===== src/core/mioe_pkg.sv =====
// Package for the move, OR and increment-skip execution datapath
package mioe_pkg;
  localparam int MIOE_DW = 8;
  localparam int MIOE_AW = 7;
  localparam logic [7:0] MIOE_W_RST = 8'h00;
  localparam logic MIOE_Z_RST = 1'b0;
  localparam logic [7:0] MIOE_ZERO = 8'h00;
  localparam logic [7:0] MIOE_ONE = 8'h01;
  localparam logic MIOE_DEST_W = 1'b0;
  localparam logic MIOE_DEST_F = 1'b1;

  // Operation select, decoded upstream
  typedef enum logic [2:0] {
    MIOE_OP_NOP,
    MIOE_OP_INC_SKIP,
    MIOE_OP_OR_LIT,
    MIOE_OP_LOAD_LIT,
    MIOE_OP_OR_FILE,
    MIOE_OP_STORE_W,
    MIOE_OP_MOVE_FILE
  } mioe_op_t;

  // One issued instruction
  typedef struct packed {
    mioe_op_t op;
    logic [MIOE_AW-1:0] addr;
    logic dest;
    logic [MIOE_DW-1:0] lit;
  } mioe_instr_t;

  // File register write request
  typedef struct packed {
    logic en;
    logic [MIOE_AW-1:0] addr;
    logic [MIOE_DW-1:0] data;
  } mioe_fwr_t;
endpackage


===== src/core/mioe_zero_flag.sv =====
// Zero flag register with update enable
`timescale 1ns/1ps
module mioe_zero_flag
  import mioe_pkg::*;
(
  input wire logic ref_clk, // Core clock
  input wire logic rstn, // Sync reset, active low
  input wire logic upd, // Update strobe
  input wire logic [7:0] res, // Result to test
  output logic zero_r // Zero flag
);
  // Set on zero result, clear otherwise
  always_ff @(posedge ref_clk) begin
    if (!rstn) begin
      zero_r <= MIOE_Z_RST;
    end else if (upd) begin
      zero_r <= (res == MIOE_ZERO); // RQ10
    end
  end
endmodule


===== src/core/mioe_datapath.sv =====
// Execution datapath for move, OR, increment-skip and no-operation
//
// Behaviour
// RQ1 - Increment-skip adds one to the file value, writes W or the file by dest, flags unchanged.
// RQ2 - A zero increment result turns the next instruction into a no-operation.
// RQ3 - OR-literal ORs W with the literal into W and updates zero.
// RQ4 - Load-literal puts the literal in W and touches no flag.
// RQ5 - Software encodes the unused load-literal opcode bits as zero.
// RQ6 - OR-file ORs W with the file value into W or the file by dest and updates zero.
// RQ7 - Store-working copies W into the addressed file and touches no flag.
// RQ8 - Move-file copies the file value to W or back to the file by dest.
// RQ9 - Move-file updates zero in both destination cases.
// RQ10 - Zero is set on an 8-bit zero result, and increment of ff wraps to zero.
// RQ11 - No-operation changes no register, flag or file.
`timescale 1ns/1ps
module mioe_datapath
  import mioe_pkg::*;
(
  input wire logic ref_clk, // Core clock, one instruction cycle per enable
  input wire logic rstn, // Sync reset, active low
  input wire logic cycEn, // Instruction cycle enable pulse
  input wire mioe_instr_t instr, // Decoded instruction
  input wire logic [7:0] fileRd, // Addressed file register value
  output mioe_fwr_t fileWr, // File write request
  output logic [7:0] wReg_r, // Working register
  output logic zero_r, // Zero flag
  output logic skipNext_r // Next instruction is squashed
);
  logic [7:0] result;
  logic squash;
  logic wrW;
  logic wrF;
  logic updZ;
  logic zeroFlag;
  mioe_fwr_t fileWr_nxt;

  // Pending skip turns the instruction in hand into a no-operation
  assign squash = skipNext_r;

  // Result and write selection
  always_comb begin
    result = MIOE_ZERO;
    wrW = 1'b0;
    wrF = 1'b0;
    updZ = 1'b0;
    unique case (instr.op)
      MIOE_OP_NOP: begin
        result = MIOE_ZERO; // RQ11
      end
      MIOE_OP_INC_SKIP: begin
        result = fileRd + MIOE_ONE; // RQ1 RQ10
        wrW = (instr.dest == MIOE_DEST_W);
        wrF = (instr.dest == MIOE_DEST_F);
      end
      MIOE_OP_OR_LIT: begin
        result = wReg_r | instr.lit; // RQ3
        wrW = 1'b1;
        updZ = 1'b1;
      end
      MIOE_OP_LOAD_LIT: begin
        result = instr.lit; // RQ4
        wrW = 1'b1;
      end
      MIOE_OP_OR_FILE: begin
        result = wReg_r | fileRd; // RQ6
        wrW = (instr.dest == MIOE_DEST_W);
        wrF = (instr.dest == MIOE_DEST_F);
        updZ = 1'b1;
      end
      MIOE_OP_STORE_W: begin
        result = wReg_r; // RQ7
        wrF = 1'b1;
      end
      MIOE_OP_MOVE_FILE: begin
        result = fileRd; // RQ8
        wrW = (instr.dest == MIOE_DEST_W);
        wrF = (instr.dest == MIOE_DEST_F);
        updZ = 1'b1; // RQ9
      end
      default: begin
        result = MIOE_ZERO;
      end
    endcase
  end

  // Working register
  always_ff @(posedge ref_clk) begin
    if (!rstn) begin
      wReg_r <= MIOE_W_RST;
    end else if (cycEn && !squash && wrW) begin
      wReg_r <= result;
    end
  end

  // File write request, one cycle pulse
  always_comb begin
    fileWr_nxt.en = cycEn && !squash && wrF;
    fileWr_nxt.addr = instr.addr;
    fileWr_nxt.data = result;
  end

  always_ff @(posedge ref_clk) begin
    if (!rstn) begin
      fileWr <= '0;
    end else begin
      fileWr <= fileWr_nxt;
    end
  end

  // Skip on zero increment result
  // A squashed instruction can never arm a new skip, so an increment that
  // lands in the shadow of another skip is dropped whole, result and all
  always_ff @(posedge ref_clk) begin
    if (!rstn) begin
      skipNext_r <= 1'b0;
    end else if (cycEn) begin
      skipNext_r <= !squash && (instr.op == MIOE_OP_INC_SKIP)
        && (result == MIOE_ZERO); // RQ2
    end
  end

  mioe_zero_flag zeroU (
    .ref_clk(ref_clk),
    .rstn(rstn),
    .upd(cycEn && !squash && updZ),
    .res(result),
    .zero_r(zeroFlag)
  );
  assign zero_r = zeroFlag;

  // Checks on the core clock; an instruction executes on an unsquashed enable
  logic execNow;
  assign execNow = cycEn && !squash;

  // Skip arming, holding and clearing
  inc_wrap_skip_a: assert property (@(posedge ref_clk) disable iff (!rstn) // RQ2
    execNow && instr.op == MIOE_OP_INC_SKIP && fileRd == ~MIOE_ZERO
    |=> skipNext_r)
    else $error("zero increment did not arm skip");
  inc_no_skip_a: assert property (@(posedge ref_clk) disable iff (!rstn) // RQ2
    execNow && instr.op == MIOE_OP_INC_SKIP && fileRd != ~MIOE_ZERO
    |=> !skipNext_r)
    else $error("nonzero increment armed skip");
  skip_only_inc_a: assert property (@(posedge ref_clk) disable iff (!rstn) // RQ2
    execNow && instr.op != MIOE_OP_INC_SKIP
    |=> !skipNext_r)
    else $error("skip armed by another operation");
  skip_hold_a: assert property (@(posedge ref_clk) disable iff (!rstn) // RQ2
    skipNext_r && !cycEn
    |=> skipNext_r)
    else $error("pending skip lost without an instruction");
  skip_squash_w_a: assert property (@(posedge ref_clk) disable iff (!rstn) // RQ2
    skipNext_r && cycEn
    |=> $stable(wReg_r) && $stable(zero_r) && !fileWr.en && !skipNext_r)
    else $error("squashed instruction had an effect");

  // Increment-skip data path
  inc_dest_w_a: assert property (@(posedge ref_clk) disable iff (!rstn) // RQ1 RQ10
    execNow && instr.op == MIOE_OP_INC_SKIP && instr.dest == MIOE_DEST_W
    |=> wReg_r == $past(fileRd) + MIOE_ONE && $stable(zero_r) && !fileWr.en)
    else $error("increment to W wrong");
  inc_dest_f_a: assert property (@(posedge ref_clk) disable iff (!rstn) // RQ1 RQ10
    execNow && instr.op == MIOE_OP_INC_SKIP && instr.dest == MIOE_DEST_F
    |=> fileWr.en && fileWr.data == $past(fileRd) + MIOE_ONE
      && fileWr.addr == $past(instr.addr) && $stable(wReg_r) && $stable(zero_r))
    else $error("increment to file wrong");

  // OR with a literal or a file register
  or_lit_z_a: assert property (@(posedge ref_clk) disable iff (!rstn) // RQ3 RQ10
    execNow && instr.op == MIOE_OP_OR_LIT
    |=> wReg_r == ($past(wReg_r) | $past(instr.lit))
      && zero_r == (wReg_r == MIOE_ZERO) && !fileWr.en)
    else $error("or literal wrong");
  or_file_a: assert property (@(posedge ref_clk) disable iff (!rstn) // RQ6 RQ10
    execNow && instr.op == MIOE_OP_OR_FILE && instr.dest == MIOE_DEST_F
    |=> fileWr.en && fileWr.data == ($past(wReg_r) | $past(fileRd))
      && $stable(wReg_r) && zero_r == (fileWr.data == MIOE_ZERO))
    else $error("or file to file wrong");
  or_file_w_a: assert property (@(posedge ref_clk) disable iff (!rstn) // RQ6 RQ10
    execNow && instr.op == MIOE_OP_OR_FILE && instr.dest == MIOE_DEST_W
    |=> wReg_r == ($past(wReg_r) | $past(fileRd))
      && zero_r == (wReg_r == MIOE_ZERO) && !fileWr.en)
    else $error("or file to W wrong");

  // Literal load and store of the working register
  load_lit_a: assert property (@(posedge ref_clk) disable iff (!rstn) // RQ4
    execNow && instr.op == MIOE_OP_LOAD_LIT
    |=> wReg_r == $past(instr.lit) && $stable(zero_r) && !fileWr.en)
    else $error("load literal wrong");
  store_w_a: assert property (@(posedge ref_clk) disable iff (!rstn) // RQ7
    execNow && instr.op == MIOE_OP_STORE_W
    |=> fileWr.en && fileWr.data == $past(wReg_r) && fileWr.addr == $past(instr.addr)
      && $stable(wReg_r) && $stable(zero_r))
    else $error("store working wrong");

  // Move of a file register, to W or back in place
  move_test_a: assert property (@(posedge ref_clk) disable iff (!rstn) // RQ8 RQ9
    execNow && instr.op == MIOE_OP_MOVE_FILE && instr.dest == MIOE_DEST_F
    |=> fileWr.en && fileWr.data == $past(fileRd) && $stable(wReg_r)
      && zero_r == ($past(fileRd) == MIOE_ZERO))
    else $error("move file test wrong");
  move_to_w_a: assert property (@(posedge ref_clk) disable iff (!rstn) // RQ8 RQ9
    execNow && instr.op == MIOE_OP_MOVE_FILE && instr.dest == MIOE_DEST_W
    |=> wReg_r == $past(fileRd) && zero_r == ($past(fileRd) == MIOE_ZERO) && !fileWr.en)
    else $error("move file to W wrong");

  // No-operation and cycles without an instruction
  nop_idle_a: assert property (@(posedge ref_clk) disable iff (!rstn) // RQ11
    cycEn && instr.op == MIOE_OP_NOP
    |=> $stable(wReg_r) && $stable(zero_r) && !fileWr.en && !skipNext_r)
    else $error("no-operation changed state");
  idle_hold_a: assert property (@(posedge ref_clk) disable iff (!rstn) // RQ11
    !cycEn
    |=> $stable(wReg_r) && $stable(zero_r) && $stable(skipNext_r) && !fileWr.en)
    else $error("state changed without an instruction");

  // Main scenarios reached
  skip_taken_c: cover property (@(posedge ref_clk) disable iff (!rstn)
    skipNext_r && cycEn);
  move_zero_c: cover property (@(posedge ref_clk) disable iff (!rstn)
    execNow && instr.op == MIOE_OP_MOVE_FILE && fileRd == MIOE_ZERO);
  or_file_w_c: cover property (@(posedge ref_clk) disable iff (!rstn)
    execNow && instr.op == MIOE_OP_OR_FILE && instr.dest == MIOE_DEST_W);
  inc_wrap_f_c: cover property (@(posedge ref_clk) disable iff (!rstn)
    execNow && instr.op == MIOE_OP_INC_SKIP && instr.dest == MIOE_DEST_F
    && fileRd == ~MIOE_ZERO);
  or_lit_zero_c: cover property (@(posedge ref_clk) disable iff (!rstn)
    execNow && instr.op == MIOE_OP_OR_LIT && (wReg_r | instr.lit) == MIOE_ZERO);
endmodule


===== config.mk =====
export PLATFORM = sky130hd
export DESIGN_NAME = mioe_datapath
export DESIGN_NICKNAME = d
export VERILOG_FILES = /design/src/core/mioe_pkg.sv /design/src/core/mioe_zero_flag.sv /design/src/core/mioe_datapath.sv
export SDC_FILE = /design/constraint.sdc
export NUM_CORES = 1
export LEC_CHECK = 0
export BUFFER_PORTS_ARGS = -buffer_cell sky130_fd_sc_hd__buf_4
export CAP_MARGIN = 20
export CELL_PAD_IN_SITES_DETAIL_PLACEMENT = 0
export CELL_PAD_IN_SITES_GLOBAL_PLACEMENT = 1
export CORE_MARGIN = 3
export CORE_UTILIZATION = 35
export DETAILED_ROUTE_END_ITERATION = 10
export GPL_TIMING_DRIVEN = 1
export PLACE_DENSITY = 0.91
export SLEW_MARGIN = 20
export SYNTH_ARGS = -nofsm -noshare
export SYNTH_HDL_FRONTEND = slang
export SYNTH_SLANG_ARGS = --single-unit

===== constraint.sdc =====
create_clock -name ref_clk -period 4.59 [get_ports ref_clk]
set_input_delay 0.6885 -clock ref_clk [delete_from_list [all_inputs] [get_ports ref_clk]]
set_output_delay 0.6885 -clock ref_clk [all_outputs]
set_load 0.005 [all_outputs]

Yosys cells after proc, flatten, opt, wreduce, memory -nomap -nowiden. Index checks and enable logic that the tools add are counted.

Word-level logic and storage cells: 31. Register bits: 26. Input bits: 30. Output and inout port bits: 26.

Reductions and logical operators: 11. Muxes and demuxes: 4. Bitwise logic cells: 3. $add $sub $neg: 1. Equality and inequality tests: 6.

Operators with widths (number): case mux 8 bit (6 select lines) (1); bitwise OR 8 bit (2); equality test 3 bit (second input constant) (3); adder 8 x 1 -> 8 bit (second input constant) (1); zero test 8 bit (1); equality test 3 x 2 -> 1 bit (second input constant) (2); logical AND 1 bit (6); OR reduction 3 bit (2); case mux 1 bit (2 select lines) (2); equality test 3 x 1 -> 1 bit (second input constant) (1); OR reduction 2 bit (1); zero test 1 bit (1); 2-to-1 mux 1 bit (1); inverter 1 bit (1).

Longest topological paths before layout. Gate-level depths: netlist of run 1.

Depth after elaboration: 4. Depth in mapped cells: 9. Gate-level depth less buffers: 7.

By module. A second synthesis of run 1 with hierarchy kept.

Cells, all modules: 141. Area total of the unflattened synthesis: 1263.7 µm².

By module, submodules not included: mioe_datapath (instances 1, seq. area each 500.5 µm², area each 1204.9 µm², cells an instance 134); mioe_zero_flag (instances 1, seq. area each 20.0 µm², area each 58.8 µm², cells an instance 7).

Worst setup path before layout of run 1. OpenSTA, ideal clock, no wires.

Kind: input to register. From: input port instr[16] (netlist name). To: register skipNext_r. Required time: 4494 ps. Setup slack: 2405 ps. Library setup time: 96 ps. Arrival time: 2089 ps. Stages: 8. Buffers on the path: 2. Path through: buf_4 -> nor2_1 -> mux2_4 -> buf_6 -> a221o_1 -> nor2_1 -> nand4b_1 -> o41ai_2.

Word-level cells in the longest chain between the ends: 4. Elaborated cells on any way between the ends: 10. Those cells by class: 6 x eq/ne; 1 x mux; 3 x reduce/logical.

Ends and longest elaborated chain: start: declaration (RTL line mioe_datapath.sv:22) `input wire mioe_instr_t instr,`; equality test 3 bit, or another cell as far along (RTL line mioe_datapath.sv:46) `unique case (instr.op)`; case mux 8 bit (6 select lines) (RTL line mioe_datapath.sv:46); zero test 8 bit (RTL line mioe_datapath.sv:118) `&& (result == MIOE_ZERO);`; logical AND 1 bit (*) (RTL line mioe_datapath.sv:118); end signal: assignment (RTL line mioe_datapath.sv:117) `skipNext_r <= !squash && (instr.op == MIOE_OP_INC_SKIP)`; end: declaration (RTL line mioe_datapath.sv:27) `output logic skipNext_r`.

Mark *: on every way between the ends. The rest lies on a longest branch, timed or not. A chain may end at the register's enable or synchronous reset.

Final worst setup path of run 1.
From: input port instr[18] (netlist name). To: register wReg_r[2].

Word-level cells in the longest chain between the ends: 4. Elaborated cells on any way between the ends: 11. Those cells by class: 6 x eq/ne; 2 x mux; 3 x reduce/logical.

Ends and longest elaborated chain: equality test 3 x 1 -> 1 bit, or another cell as far along (RTL line mioe_datapath.sv:46); OR reduction 3 bit (no line) or OR reduction 2 bit (tied branches); case mux 1 bit (2 select lines) (RTL line mioe_datapath.sv:46); logical AND 1 bit (RTL line mioe_datapath.sv:90) `end else if (cycEn && !squash && wrW) begin`; end signal: assignment (RTL line mioe_datapath.sv:91) `wReg_r <= result;`; end: declaration (RTL line mioe_datapath.sv:25) `output logic [7:0] wReg_r,`.

Parallel ways exist; a longest one is shown, timed or not.

==> results of run 1 <==
[power groups by stage]
stage          combinational (W)   clock, W  sequential (W)
2_1_floorplan          0.0000498          0        0.000248
3_3_place_gp           0.0000953          0        0.000247
3_5_place_dp           0.0000976          0        0.000247
4_1_cts                0.0000980  0.0000947        0.000243
5_1_grt                 0.000109   0.000107        0.000244
6_report               0.0000971  0.0000898        0.000242
[metrics by stage]
stage | setup WS, ns | utilization (%) | cells | hold slack (ns)
after global placement | 2.20 | 51.5 | 225 | 0.467
after global routing | 2.12 | 52.2 | 228 | 0.511
after floorplan | 2.41 | - | 135 | 0.465
final | 2.41 | 52.2 | 228 | 0.493
after CTS | 2.42 | 52.2 | 228 | 0.501
after detailed placement | 2.07 | 51.5 | 225 | 0.475
[synth_stat cells]
cell,count,area share [%]
a21boi_0,1,0.61
a21boi_1,3,1.8
a21boi_2,1,0.91
a21oi_1,4,1.6
a221o_1,3,2.4
a221oi_1,1,0.71
a222oi_1,3,2.4
a22o_1,2,1.4
a32oi_1,1,0.71
and2_1,15,7.6
and3_1,1,0.51
buf_4,2,1.2
buf_6,2,1.8
clkbuf_1,5,1.5
dfxtp_1,26,42
ha_1,1,1.0
inv_1,1,0.30
mux2_4,1,1.2
mux2i_1,2,1.6
nand2_1,13,3.9
nand2b_1,3,1.5
nand3_1,5,2.0
nand3b_1,1,0.61
nand4b_1,1,0.71
nor2_1,6,1.8
nor2b_1,10,5.1
nor3_1,1,0.40
nor3b_1,1,0.61
nor4bb_1,1,0.81
o211a_1,1,0.81
o211ai_1,1,0.61
o21ai_0,6,2.4
o21ai_1,1,0.40
o32ai_1,1,0.71
o41ai_2,1,1.3
or2_2,1,0.51
xnor2_1,4,2.8
xor2_1,2,1.4
[cell families (layout without fill, tap and decap cells)]
group | count (synthesis) | count (layout)
AND/OR/NAND/NOR | 59 | 59
AO/OA/AOI/OAI | 30 | 30
flip-flops | 26 | 26
buffers and inverters | 10 | 59
XOR/XNOR | 6 | 6
multiplexers | 3 | 3
adder cells (fa/ha/maj) | 1 | 1
[critical path: stages]
cell and delay (ns):
buf_4 0.13, nor2b_1 0.56, nor2b_1 0.21, o21ai_1 0.28, o21ai_0 0.25, o21ai_0 0.09, and2_1 0.19
[layout make-up]
| cell class | count | area (um^2) | share of cell area, % |
|---|---|---|---|
| Tap cell | 44 | 55.1 | 3.29 |
| Inverter | 1 | 3.75 | 0.225 |
| Sequential cell | 26 | 520 | 31.1 |
| Timing Repair Buffer | 55 | 413 | 24.7 |
| Multi-Input combinational cell | 99 | 657 | 39.3 |
| Clock buffer | 3 | 22.5 | 1.35 |
[registers in the layout, summed over array words and instances (netlist names)]
| name | flops |
|---|---|
| skipNext_r | 1 |
| wReg_r | 8 |
| fileWr | 16 |
| zeroU.zero_r | 1 |
[layer usage]
layer / share of wire, % / global-route usage (%)
met3: 9.4 / 5.98
met4: 0.063 / 1.55
met1: 41 / 18.8
met5: 0 / 0
met2: 50 / 28.2
[worst max-delay path by stage]
stage                     startpoint          to  slack, ns  depth (start not counted)
after floorplan            instr[16]  skipNext_r       2.41                          8
after global placement     instr[18]   wReg_r[2]       2.20                          7
after detailed placement   instr[18]   wReg_r[2]       2.07                          7
after CTS                  instr[18]   wReg_r[2]       2.42                          7
after global routing       instr[18]   wReg_r[2]       2.12                          7
final                      instr[18]   wReg_r[2]       2.41                          7
==> results.md, run 1 <==
* Hold Startpoint: zeroU.zero_r
* Wire length per cell at 14.0 um
* Num Clock Sinks at 26
* Post-Syn Nets at 166
* Startpoint Class: input pin
* Seq pwr share at 56.5%
* Switch share at 25.2%
* R2R depth at 5
* Row count at 20
* Pwr/cell area at 257 nW/um^2
* WS Path Type: input pin to flop
* Hold Crit Endpoint: zeroU.zero_r
* # IOs at 56
* Run status: completed
* Worst-Skew Late Latency at 0.31 ns
* Grt ovf at 0
* Leading cell type in the layout, fill and taps excluded: buf_4
* Antenna diode count at 0
* Pin count of the biggest net entering global routing at 28
* Die Area at 4290 um^2
* Final setup violation count at 0
* Ys Warns at 0
* Seq cells post-synth at 26
* CTS max path bufs at 2
* Fin. Hold Viols at 0
* Tmin final at 2.18 ns
* Vias in the first global route at 1164
* Most frequent cells in the layout: buf_4, dfxtp_1, and2_1
* Layout area overhead at 35.1%
* Slew margin rel. at 38.8%
* CP Max Fanout at 14
* Min-delay worst type: flop to flop
* Post-synthesis sequential area ratio at 42.1%
* # port buffers at 55
* CP endpoint kind: flop
* First-pass GRT wire length at 5310 um
* Final Max Slew Viols at 0
* Fin nets at 217
* Critical Path RT at 4.81 ns
* CTS buffer count at 3
* Die width at 65.5 um
* Aggregate global-route resource usage at 15.9%
* DRT Pass-1 Iters at 5
* Fmax at 459 MHz
* TritonCTS clock tree: yes
* Netlist cell types at 38
* Final Power at 0.000429 W
* Reg-to-reg endpoint: wReg_r[2]
* Compound-Gate Fraction of Synth Area at 18.9%
* Largest family of logic cells by synthesized area: simple AND/OR/NAND/NOR gates
* CTS root buffer: clkbuf_4
* Flop-to-flop setup slack at 3.09 ns
* H-tree depth at 1
* Vias per std cell at 5.06
* Mapped cell area at 1240 um^2
* Final Cycle Share at 47.4%
* Antenna violations before repair at 0
* Post-synthesis simple-gate area fraction at 26.1%
* Dpl cell area at 1650 um^2
* Leakage at 0.759 nW
* CP arrival at 2.39 ns
* Slew @ Worst Pin at 0.912 ns
* Setup TNS at 0 ns
* Unrepaired setup endpoints after global routing: no
* Final wirelength at 3200 um
* Post-synthesis adder-cell area fraction at 1.01%
* Combinational power share at 22.6%
* Starting density of the core at 38.6%
* Clock Pin Slew Worst Setup and Hold Paths at 0.12 ns
* Core Region at 3200 um^2
* Internal power at 0.000321 W
* CTS hold repair buffers at 0
* Post_cts resized at 0
* Share of cells above drive strength 1 at 33.7%
* P_sw at 0.000108 W
* Iter 0 DRT Violations at 58
* Mux share of post-synthesis cell area at 2.83%
* Fin area at 1670 um^2
* # DRC at 0
* Fillers at 330
* Post-CTS setup buffer count at 0
* Peak supply drop at 0.158 mV
* Remaining antenna violation count after routing at 0
* RePlAce Congestion at 0.743
* Detailed-route via count at 1153
* Skew final at 0.00165 ns
* Worst reg2reg path startpoint: skipNext_r
* Synth Area in XOR/XNOR at 4.25%
* Hold-critical path depth at 2
* Max-cap violations at 0
* Post-Syn Area per Cell at 9.17 um^2
* Clock power frac at 20.9%
* Die height at 65.5 um
* Syn Inst Count at 135
* HPWL after DPL at 2520 um
(Power assumes the default switching activity.)
==> run 2: changes to the inputs <==
--- a/config.mk
+++ b/config.mk
@@ -10,10 +10,10 @@
 export CELL_PAD_IN_SITES_DETAIL_PLACEMENT = 0
 export CELL_PAD_IN_SITES_GLOBAL_PLACEMENT = 1
 export CORE_MARGIN = 3
-export CORE_UTILIZATION = 35
+export CORE_UTILIZATION = 33
 export DETAILED_ROUTE_END_ITERATION = 10
 export GPL_TIMING_DRIVEN = 1
-export PLACE_DENSITY = 0.91
+export PLACE_DENSITY = 0.87
 export SLEW_MARGIN = 20
 export SYNTH_ARGS = -nofsm -noshare
 export SYNTH_HDL_FRONTEND = slang
==> constraint.sdc (replaced) <==
create_clock -name ref_clk -period 2.1 [get_ports ref_clk]
set_input_delay 0.315 -clock ref_clk [delete_from_list [all_inputs] [get_ports ref_clk]]
set_output_delay 0.315 -clock ref_clk [all_outputs]
set_load 0.005 [all_outputs]
==> results.md, run 2 (synthesized netlist as in run 1, its figures left out) <==
* Run status: completed
* HPWL after DPL at 2470 um
* CTS buffer count at 3
* Antenna diode count at 0
* Post_cts resized at 0
* Final Cycle Share at 88.5%
* Aggregate global-route resource usage at 14.3%
* Pwr/cell area at 620 nW/um^2
* Leakage at 0.774 nW
* CTS max path bufs at 2
* Skew final at 0.00905 ns
* Max reg flops at 16
* Largest stage delay on the critical path at 0.55 ns
* Die Area at 4520 um^2
* Fmax at 538 MHz
* CP arrival at 2.03 ns
* H-tree depth at 1
* Critical Path RT at 2.27 ns
* Seq pwr share at 50.0%
* Dpl cell area at 1650 um^2
* CP Max Fanout at 14
* Core Region at 3470 um^2
* Peak supply drop at 0.242 mV
* Max-cap violations at 0
* Die height at 67.2 um
* Remaining antenna violation count after routing at 0
* Row count at 21
* Share of cells above drive strength 1 at 34.1%
* Clock Pin Slew Worst Setup and Hold Paths at 0.09 ns
* Placed insts at 227
* Clock power frac at 30.1%
* # IOs at 56
* Post-CTS setup buffer count at 0
* Most frequent cells in the layout: buf_4, dfxtp_1, and2_1
* Final setup violation count at 0
* Hold WS at 0.250 ns
* WS Path Type: input pin to flop
* Final std cells w/o fill at 231
* Slew margin rel. at 39.3%
* # DRC at 0
* P_sw at 0.000256 W
* Fillers at 353
* Worst-path cell chain: buf_4, nor2b_1, nor2b_1, o21ai_1, o21ai_0, o21ai_0, and2_1
* Layout area overhead at 37.9%
* DRT Pass-1 Iters at 6
* Fin. Hold Viols at 0
* Wire length per cell at 13.4 um
* Final wirelength at 3110 um
* Fin nets at 217
* Setup TNS at 0 ns
* Slew @ Worst Pin at 0.905 ns
* Antenna violations before repair at 0
* Grt ovf at 0
* Biggest regs: fileWr (16), wReg_r (8)
* Detailed-route via count at 1149
* Critical-path top delay cell: nor2b_1
* # port buffers at 55
* Internal power at 0.000802 W
* Multi-input logic area at 657 um^2
* Num Clock Sinks at 26
* Combinational power share at 19.9%
* Final Util at 49.2%
* Fin area at 1710 um^2
* Starting density of the core at 35.7%
* Pin count of the biggest net entering global routing at 28
* Most flop-heavy register: fileWr
* CTS hold repair buffers at 0
* CP endpoint kind: flop
* Sequential Area at 520 um^2
* Top delay family on crit path: simple AND/OR/NAND/NOR gates
* RePlAce Congestion at 0.817
* Vias per std cell at 4.97
* CTS root buffer: clkbuf_8
* CP Buf/Inv Count at 1
* Switch share at 24.2%
* Iter 0 DRT Violations at 52
* Vias in the first global route at 1104
* Die width at 67.2 um
* TritonCTS clock tree: yes
* Leading cell type in the layout, fill and taps excluded: buf_4
* Unrepaired setup endpoints after global routing: no
* Final Max Slew Viols at 0
* First-pass GRT wire length at 4910 um
* Tmin final at 1.86 ns
* Startpoint Class: input pin
* Worst-Skew Late Latency at 0.27 ns
* Min-delay worst type: input pin to flop
-- run 2: area by class of cell --
type | count | area share (%)
Multi-Input combinational cell | 99 | 38.5
Timing Repair Buffer | 55 | 24.2
Tap cell | 46 | 3.37
Sequential cell | 26 | 30.5
Inverter | 1 | 0.220
Clock buffer | 4 | 3.23
-- run 2: path summary, 6_finish.rpt --
| path | from | to | slack, ns | depth (start not counted) |
|---|---|---|---|---|
| setup reg to reg | wReg_r[7] | skipNext_r | 0.61 | 4 |
| hold reg to reg | zeroU.zero_r | zeroU.zero_r | 0.49 | 2 |
| setup / recovery | instr[18] | wReg_r[2] | 0.24 | 7 |
| hold / removal | instr[9] | fileWr[8] | 0.25 | 2 |
-- run 2: layer usage --
layer  share of wire, %  GRT usage [%]  vias to the layer above
li1                   -              -                      572
met1                 41           17.3                      528
met2                 50           24.7                       44
met3                6.6           2.83                        5
met4                1.8           6.08                        0
met5                  0              0                        -
-- run 2: metrics by stage --
step	worst slack, ns	power [W]
2_1_floorplan	0.289	0.000651
3_3_place_gp	0.0569	0.000749
3_5_place_dp	-0.0299	0.000752
4_1_cts	0.269	0.00107
5_1_grt	0.0551	0.00112
6_report	0.241	0.00106
-- run 2: power groups by stage --
stage	Clock (W)	Combinational (W)	Sequential [W]
5_1_grt	0.000354	0.000234	0.000531
6_report	0.000318	0.000211	0.000529
3_3_place_gp	0	0.000209	0.000540
4_1_cts	0.000326	0.000213	0.000529
3_5_place_dp	0	0.000212	0.000541
2_1_floorplan	0	0.000109	0.000542
